File: config.mk
export PLATFORM = sky130hd
export DESIGN_NAME = glab_top
export DESIGN_NICKNAME = d
export VERILOG_FILES = /design/src/design/glab_pkg.sv /design/src/design/glab_top.sv /design/src/design/glab_key_seq.sv /design/src/design/glab_regs.sv
export SDC_FILE = /design/constraint.sdc
export NUM_CORES = 1
export LEC_CHECK = 0
export CAP_MARGIN = 20
export CORE_UTILIZATION = 40
export DETAILED_ROUTE_END_ITERATION = 16
export DONT_BUFFER_PORTS = 1
export SLEW_MARGIN = 20
export SYNTH_ARGS = -nofsm -noshare
export SYNTH_HDL_FRONTEND = slang
export SYNTH_SLANG_ARGS = --single-unit
File: constraint.sdc
create_clock -name core_clk -period 2.15 [get_ports core_clk]
set_input_delay 0.43 -clock core_clk [delete_from_list [all_inputs] [get_ports core_clk]]
set_output_delay 0.43 -clock core_clk [all_outputs]
set_load 0.1 [all_outputs]
File: src/design/glab_pkg.sv
package glab_pkg;
	// ****************************************
	// Register map
	// ****************************************
	localparam logic [5:0] OFS_LOCK = 6'h1c;
	localparam logic [5:0] OFS_ALFL = 6'h20;
	localparam logic [5:0] OFS_ALFH = 6'h24;
	localparam logic [5:0] OFS_BCLR = 6'h28;
	localparam int PIN_COUNT = 16;
	localparam int SEL_WIDTH = 4;
	localparam int KEY_BIT = 16;
	localparam logic [31:0] RESET_VALUE = 32'h0000_0000;
	localparam logic [31:0] ZERO_WORD = 32'h0000_0000;
	// Highest legal selector code is alternate_function_7
	localparam logic [3:0] SEL_MAX = 4'h7;

	// Key sequence tracker states
	typedef enum logic [1:0] {
		GLAB_KEY_IDLE,
		GLAB_KEY_ONE,
		GLAB_KEY_ZERO,
		GLAB_KEY_DONE
	} glab_key_state_t;
endpackage : glab_pkg

File: src/design/glab_top.sv
// Design decision made here: register access over Avalon-MM.
`timescale 1ns/1ps
`default_nettype none
module glab_top (
	input wire logic core_clk,
	input wire logic arst_n,
	input wire logic [5:0] avs_address,
	input wire logic avs_read,
	input wire logic avs_write,
	input wire logic [31:0] avs_writedata,
	input wire logic [3:0] avs_byteenable,
	output logic [31:0] avs_readdata,
	output logic avs_waitrequest,
	output logic [15:0] pin_freeze_bit,
	output logic [31:0] alt_function_select_low,
	output logic [31:0] alt_function_select_high,
	output logic [15:0] pin_output_clear_bit,
	output logic pin_output_clear_stb
);
	import glab_pkg::*;

	// ****************************************
	// Bus slave
	// ****************************************
	// One wait cycle per access keeps read data registered
	logic ack_reg;
	logic ack_next;
	logic [31:0] rdata_reg;
	logic [31:0] rdata_next;
	logic [15:0] lock_reg;
	logic [15:0] lock_next;
	logic [15:0] clr_reg;
	logic [15:0] clr_next;
	logic clr_stb_reg;
	logic clr_stb_next;
	logic key_active;
	logic [31:0] wmask;
	logic [31:0] wdata_m;
	logic [31:0] alfl_q;
	logic [31:0] alfh_q;
	logic [31:0] lock_lo_m;
	logic [31:0] lock_hi_m;
	logic do_wr;

	// Expands per-pin lock bits to 4-bit selector fields
	function automatic logic [31:0] glab_expand(input logic [7:0] lk);
		logic [31:0] r;
		r = ZERO_WORD;
		for (int i = 0; i < 8; i++) begin
			r[i*SEL_WIDTH +: SEL_WIDTH] = {SEL_WIDTH{lk[i]}};
		end
		return r;
	endfunction : glab_expand

	// Byte enables masked onto write data
	generate
		for (genvar b = 0; b < 4; b++) begin : g_be
			assign wmask[b*8 +: 8] = {8{avs_byteenable[b]}};
		end
	endgenerate

	assign do_wr = avs_write && !ack_reg;
	assign wdata_m = avs_writedata & wmask;
	assign avs_waitrequest = (avs_read || avs_write) && !ack_reg;
	assign lock_lo_m = glab_expand(lock_reg[7:0]);
	assign lock_hi_m = glab_expand(lock_reg[15:8]);

	// Access completes on the cycle after it is seen
	always_comb begin
		ack_next = (avs_read || avs_write) && !ack_reg;
		rdata_next = rdata_reg;
		if (avs_read && !ack_reg) begin
			case (avs_address)
				OFS_LOCK: rdata_next = {15'h0000, key_active, lock_reg};
				OFS_ALFL: rdata_next = alfl_q;
				OFS_ALFH: rdata_next = alfh_q;
				OFS_BCLR: rdata_next = ZERO_WORD;
				default: rdata_next = ZERO_WORD;
			endcase
		end
	end

	always_ff @(posedge core_clk or negedge arst_n) begin
		if (!arst_n) begin
			ack_reg <= 1'b0;
			rdata_reg <= RESET_VALUE;
		end else begin
			ack_reg <= ack_next;
			rdata_reg <= rdata_next;
		end
	end

	assign avs_readdata = rdata_reg;

	// ****************************************
	// Lock bits
	// ****************************************
	// Writes land only while the key is still inactive
	always_comb begin
		lock_next = lock_reg;
		if (do_wr && avs_address == OFS_LOCK && !key_active) begin
			lock_next = (lock_reg & ~wmask[15:0]) | wdata_m[15:0];
		end
	end

	always_ff @(posedge core_clk or negedge arst_n) begin
		if (!arst_n) begin
			lock_reg <= RESET_VALUE[15:0];
		end else begin
			lock_reg <= lock_next;
		end
	end

	assign pin_freeze_bit = lock_reg;

	// Tracker sees the byte-enable-masked word; partial writes still count as steps
	glab_key_seq u_key (
		.core_clk(core_clk),
		.arst_n(arst_n),
		.lock_wr(do_wr && avs_address == OFS_LOCK),
		.wdata(wdata_m),
		.key_active(key_active)
	);

	// ****************************************
	// Function selectors
	// ****************************************
	// Unwritten byte lanes behave as locked so they keep their value
	glab_regs u_alfl (
		.core_clk(core_clk),
		.arst_n(arst_n),
		.wr(do_wr && avs_address == OFS_ALFL),
		.wdata(wdata_m),
		.locked(lock_lo_m | ~wmask),
		.q(alfl_q)
	);

	glab_regs u_alfh (
		.core_clk(core_clk),
		.arst_n(arst_n),
		.wr(do_wr && avs_address == OFS_ALFH),
		.wdata(wdata_m),
		.locked(lock_hi_m | ~wmask),
		.q(alfh_q)
	);

	assign alt_function_select_low = alfl_q;
	assign alt_function_select_high = alfh_q;

	// ****************************************
	// Output clear strobe
	// ****************************************
	// One-cycle pulse; the output data register applies the mask
	always_comb begin
		clr_next = ZERO_WORD[15:0];
		clr_stb_next = 1'b0;
		if (do_wr && avs_address == OFS_BCLR) begin
			clr_next = wdata_m[15:0];
			clr_stb_next = 1'b1;
		end
	end

	always_ff @(posedge core_clk or negedge arst_n) begin
		if (!arst_n) begin
			clr_reg <= RESET_VALUE[15:0];
			clr_stb_reg <= 1'b0;
		end else begin
			clr_reg <= clr_next;
			clr_stb_reg <= clr_stb_next;
		end
	end

	assign pin_output_clear_bit = clr_reg;
	assign pin_output_clear_stb = clr_stb_reg;

	// ****************************************
	// Checks
	// ****************************************
	// Helper terms keep the sampled-value functions on plain signals
	logic lock_wr_c;
	logic clr_wr_c;
	logic rd_seen_c;
	logic [15:0] wr_pins;
	logic wr_key;

	// Decoded access terms, looked at only by the properties below
	assign lock_wr_c = do_wr && avs_address == OFS_LOCK;
	assign clr_wr_c = do_wr && avs_address == OFS_BCLR;
	assign rd_seen_c = avs_read && !ack_reg;
	assign wr_pins = wdata_m[15:0];
	assign wr_key = wdata_m[KEY_BIT];

	// Every locked pin keeps its selector nibble, in both registers
	for (genvar p = 0; p < PIN_COUNT / 2; p++) begin : g_sel_chk
		localparam int HI_PIN = p + PIN_COUNT / 2;

	end
endmodule : glab_top
`default_nettype wire

File: src/design/glab_key_seq.sv
`timescale 1ns/1ps
`default_nettype none
module glab_key_seq (
	input wire logic core_clk,
	input wire logic arst_n,
	input wire logic lock_wr,
	input wire logic [31:0] wdata,
	output logic key_active
);
	import glab_pkg::*;

	glab_key_state_t state_reg;
	glab_key_state_t state_next;
	logic [15:0] pins_reg;
	logic [15:0] pins_next;

	// ****************************************
	// Sequence tracker: 1, 0, 1 with same pin bits
	// ****************************************
	always_comb begin
		state_next = state_reg;
		pins_next = pins_reg;
		if (lock_wr && state_reg != GLAB_KEY_DONE) begin
			case (state_reg)
				GLAB_KEY_IDLE: begin
					if (wdata[KEY_BIT]) begin
						state_next = GLAB_KEY_ONE;
						pins_next = wdata[15:0];
					end
				end
				GLAB_KEY_ONE: begin
					// A zero with other pin bits drops back to idle; a one restarts at GLAB_KEY_ONE
					if (!wdata[KEY_BIT] && wdata[15:0] == pins_reg) begin
						state_next = GLAB_KEY_ZERO;
					end else if (wdata[KEY_BIT]) begin
						state_next = GLAB_KEY_ONE;
						pins_next = wdata[15:0];
					end else begin
						state_next = GLAB_KEY_IDLE;
					end
				end
				GLAB_KEY_ZERO: begin
					if (wdata[KEY_BIT] && wdata[15:0] == pins_reg) begin
						state_next = GLAB_KEY_DONE;
					end else begin
						state_next = GLAB_KEY_IDLE;
					end
				end
				default: begin
					state_next = GLAB_KEY_IDLE;
				end
			endcase
		end
	end

	// Tracker starts idle after reset
	always_ff @(posedge core_clk or negedge arst_n) begin
		if (!arst_n) begin
			state_reg <= GLAB_KEY_IDLE;
			pins_reg <= RESET_VALUE[15:0];
		end else begin
			state_reg <= state_next;
			pins_reg <= pins_next;
		end
	end

	assign key_active = (state_reg == GLAB_KEY_DONE);
endmodule : glab_key_seq
`default_nettype wire

File: src/design/glab_regs.sv
`timescale 1ns/1ps
`default_nettype none
module glab_regs (
	input wire logic core_clk,
	input wire logic arst_n,
	input wire logic wr,
	input wire logic [31:0] wdata,
	input wire logic [31:0] locked,
	output logic [31:0] q
);
	import glab_pkg::*;

	logic [31:0] q_reg;
	logic [31:0] q_next;

	// ****************************************
	// Selector word, four bits per pin
	// ****************************************
	// Fields of locked pins keep their value
	always_comb begin
		q_next = q_reg;
		if (wr) begin
			q_next = (q_reg & locked) | (wdata & ~locked);
		end
	end

	always_ff @(posedge core_clk or negedge arst_n) begin
		if (!arst_n) begin
			q_reg <= RESET_VALUE;
		end else begin
			q_reg <= q_next;
		end
	end

	assign q = q_reg;
endmodule : glab_regs
`default_nettype wire

==> qor.yml <==
run_status: "complete, but fails checks"
violations: "hold timing"
power_density_nw_per_um2: 845
clock_latency_ns: 0.42
worst_hold_slack_ns: -0.294
max_slew_margin_pct: 36.8
final_area_um2: 8350
placed_cell_area_um2: 7760
critPathArrivalTime_ns: 2.34
first_global_vias: 4898
vias: 4645
power_mw: 7.06
crit_chain: "nand2b_1 > nor4_4 > nand3_1 > mux2_2"
irDropWorstVdd_mv: 0.626
p_sw_share_pct: 29.3
drt-total-wl_um: 17500
p_int_mw: 4.99
gp_congestion: 0.813
cpLargestDelayFamily: "simple AND/OR/NAND/NOR gates"
track_usage_pct: 21.0
ys_warn_count: 0
viasPerCell: 5.22
grt_overflow: 0
cts_buffers: 17
synth.distinct_cells: 34
drtIter0Drc: 232
worstMarginPinSlew_ns: 0.948
die_w_um: 132
fmax_ghz: 0.490
die_h_um: 132
core_um2: 16500
endpoint_kind: "register"
fin_crit_ns: 2.04
path_class: "reg -> reg"
slowest_stage: "nand3_1"
ctsResizeCount: 0
clock_skew_ns: 0.00556
hp-class: "in -> async"
cts_tree: "yes"
p_leak_nw: 4.05
clockRootBuffer: "clkbuf_16"
clockBufferDepth: 2
drive_above_1_share_pct: 38.3
slew_viol_final: 0
drv_cap: 0
cts.clk_slew.worst_paths_ns: 0.06
fin_crit_sh_pct: 95.0
cts_htree_levels: 4
timing_hold_violations_final: 148
syn-num-nets: 599
drc: 0
final-setup-viol-count: 0
syn2layout_area_growth_pct: 24.4
pwr-share-seq_pct: 44.3
p_comb_share_pct: 13.6
nets: 702
start_util_pct: 40.8
grt_pass1_wl_um: 27800
path_buf_inv: 0
grt_max_degree: 149
drtPass1Iterations: 5
ys_ff_latch: 148
die_area_um2: 17300
cpPeakStageDelay_ns: 0.46
n_antenna_cell: 0
avgSynthCellArea_um2: 12.1
hpwl_um: 12500
cts.sinks: 148
netSwitchingPower_mw: 2.07
clkPwrFrac_pct: 42.1
cp.required_ns: 2.45
synthesis.area_um2: 6720
io_buffers: 0
antenna_found_initial: 0
ant_nets: 0
ioPinCount: 176
synthCells: 553
rows: 47
cts_setup_buffers: 0
ys_seq_area_share_pct: 55.2
wire_per_inst_um: 19.7
worst-path-max-fanout: 8
rsz0062_at_grt: "no"
critPathLaunchType: "register"
-- synthesized netlist by cell type, drive strengths merged --
cell	count	area share (%)
nand4b	9	1.3
mux2	81	14
xnor2	8	1.0
nand2b	3	0.28
nor3b	16	4.5
a2bb2oi	8	1.0
nand2	69	4.0
clkbuf	30	1.7
a31oi	1	0.093
a22oi	4	0.45
nand4	9	0.84
nand3	4	0.48
o31ai	15	1.7
buf	5	0.39
nor2	25	1.4
inv	1	0.056
nor4b	1	0.22
a32oi	2	0.26
o21ai	44	3.3
and3	18	1.7
and2b	2	0.26
mux2i	31	4.6
a21oi	16	1.2
nor4	1	0.32
dfrtp	148	55
nor3	1	0.15
or3b	1	0.13
-- kinds of logic after synthesis --
logic type	share of synthesized area, %
AOI/OAI and AO/OA	7.99
and+or+nand+nor	15.5
buffers and inverters	2.12
DFF	55.2
muxes	18.2
xor gates and xnor gates	1.04
-- final timing paths --
kind,end,startpoint,cells after the start,slack (ns)
max reg2reg,register,ack_reg,4,0.11
max,register,ack_reg,4,0.11
min,avs_readdata[31],arst_n,0,-0.29
min in group core_clk,u_key.pins_reg[10],avs_byteenable[1],2,0.14
max in group asynchronous,asynchronous set/reset pin,arst_n,0,2.25
min reg2reg,avs_readdata[20],avs_readdata[20],2,0.48
-- per-stage QoR --
stage / hold slack, ns / std cells / worst slack [ns] / util, % / TNS, ns
after detailed placement: 0.138 / 857 / -0.00926 / 47.1 / -0.0254
after CTS: -0.309 / 889 / 0.111 / 50.7 / 0
after global routing: -0.313 / 889 / 0.0458 / 50.7 / 0
final: -0.294 / 889 / 0.108 / 50.7 / 0
after global placement: 0.138 / 857 / 0.0138 / 47.1 / 0
after floorplan: 0.134 / 553 / 0.0637 / - / 0
-- worst register-to-register path, delay by kind of cell (launching register included) --
| family | cells | cell delay, ns |
|---|---|---|
| AND/OR/NAND/NOR | 3 | 1.13 |
| multiplexers | 1 | 0.42 |
| flip-flops | 1 | 0.38 |
-- cell type report --
cell class / instances / area (um2)
Clock buffer: 21 / 460
Clock inverter: 11 / 133
Fill cell: 1489 / 8110
Inverter: 1 / 3.75
Multi-Input combinational cell: 369 / 2870
Sequential cell: 148 / 3700
Tap cell: 220 / 275
Timing Repair Buffer: 119 / 906
-- power groups by stage --
stage | Combinational [mW] | Sequential, mW | Clock [mW]
global placement | 0.956 | 3.17 | 0
finish | 0.964 | 3.13 | 2.97
CTS | 0.970 | 3.13 | 3.04
detailed placement | 0.969 | 3.18 | 0
floorplan | 0.285 | 3.69 | 0
global route | 1.00 | 3.14 | 3.18
-- layout by cell type (no fill, tap or decap), types with 2 or more instances in the layout --
master     instances
a21oi_1           16
a22oi_1            4
a2bb2oi_1          8
a32oi_1            2
and2b_2            2
and3_1            17
buf_4            118
bufinv_16          3
clkbuf_1           2
clkbuf_16         17
clkbuf_8           2
clkinv_2           7
dfrtp_1          148
mux2_2            81
mux2i_1           31
nand2_1           68
nand2b_1           2
nand3_1            3
nand4_1            9
nand4b_1           8
nor2_1            25
nor3b_4           16
o21ai_0           37
o21ai_1            7
o31ai_1           15
xnor2_1            8
-- routing by layer --
layer | share of wire, % | track usage, % | vias up | routed length (um)
met3 | 7.5 | 7.41 | 12 | 1320
met5 | 0 | 0 | - | 0
met2 | 49 | 34.9 | 143 | 8530
li1 | - | - | 2190 | -
met1 | 43 | 25.8 | 2300 | 7480
met4 | 1.0 | 5.94 | 0 | 178
(Power assumes the default switching activity.)
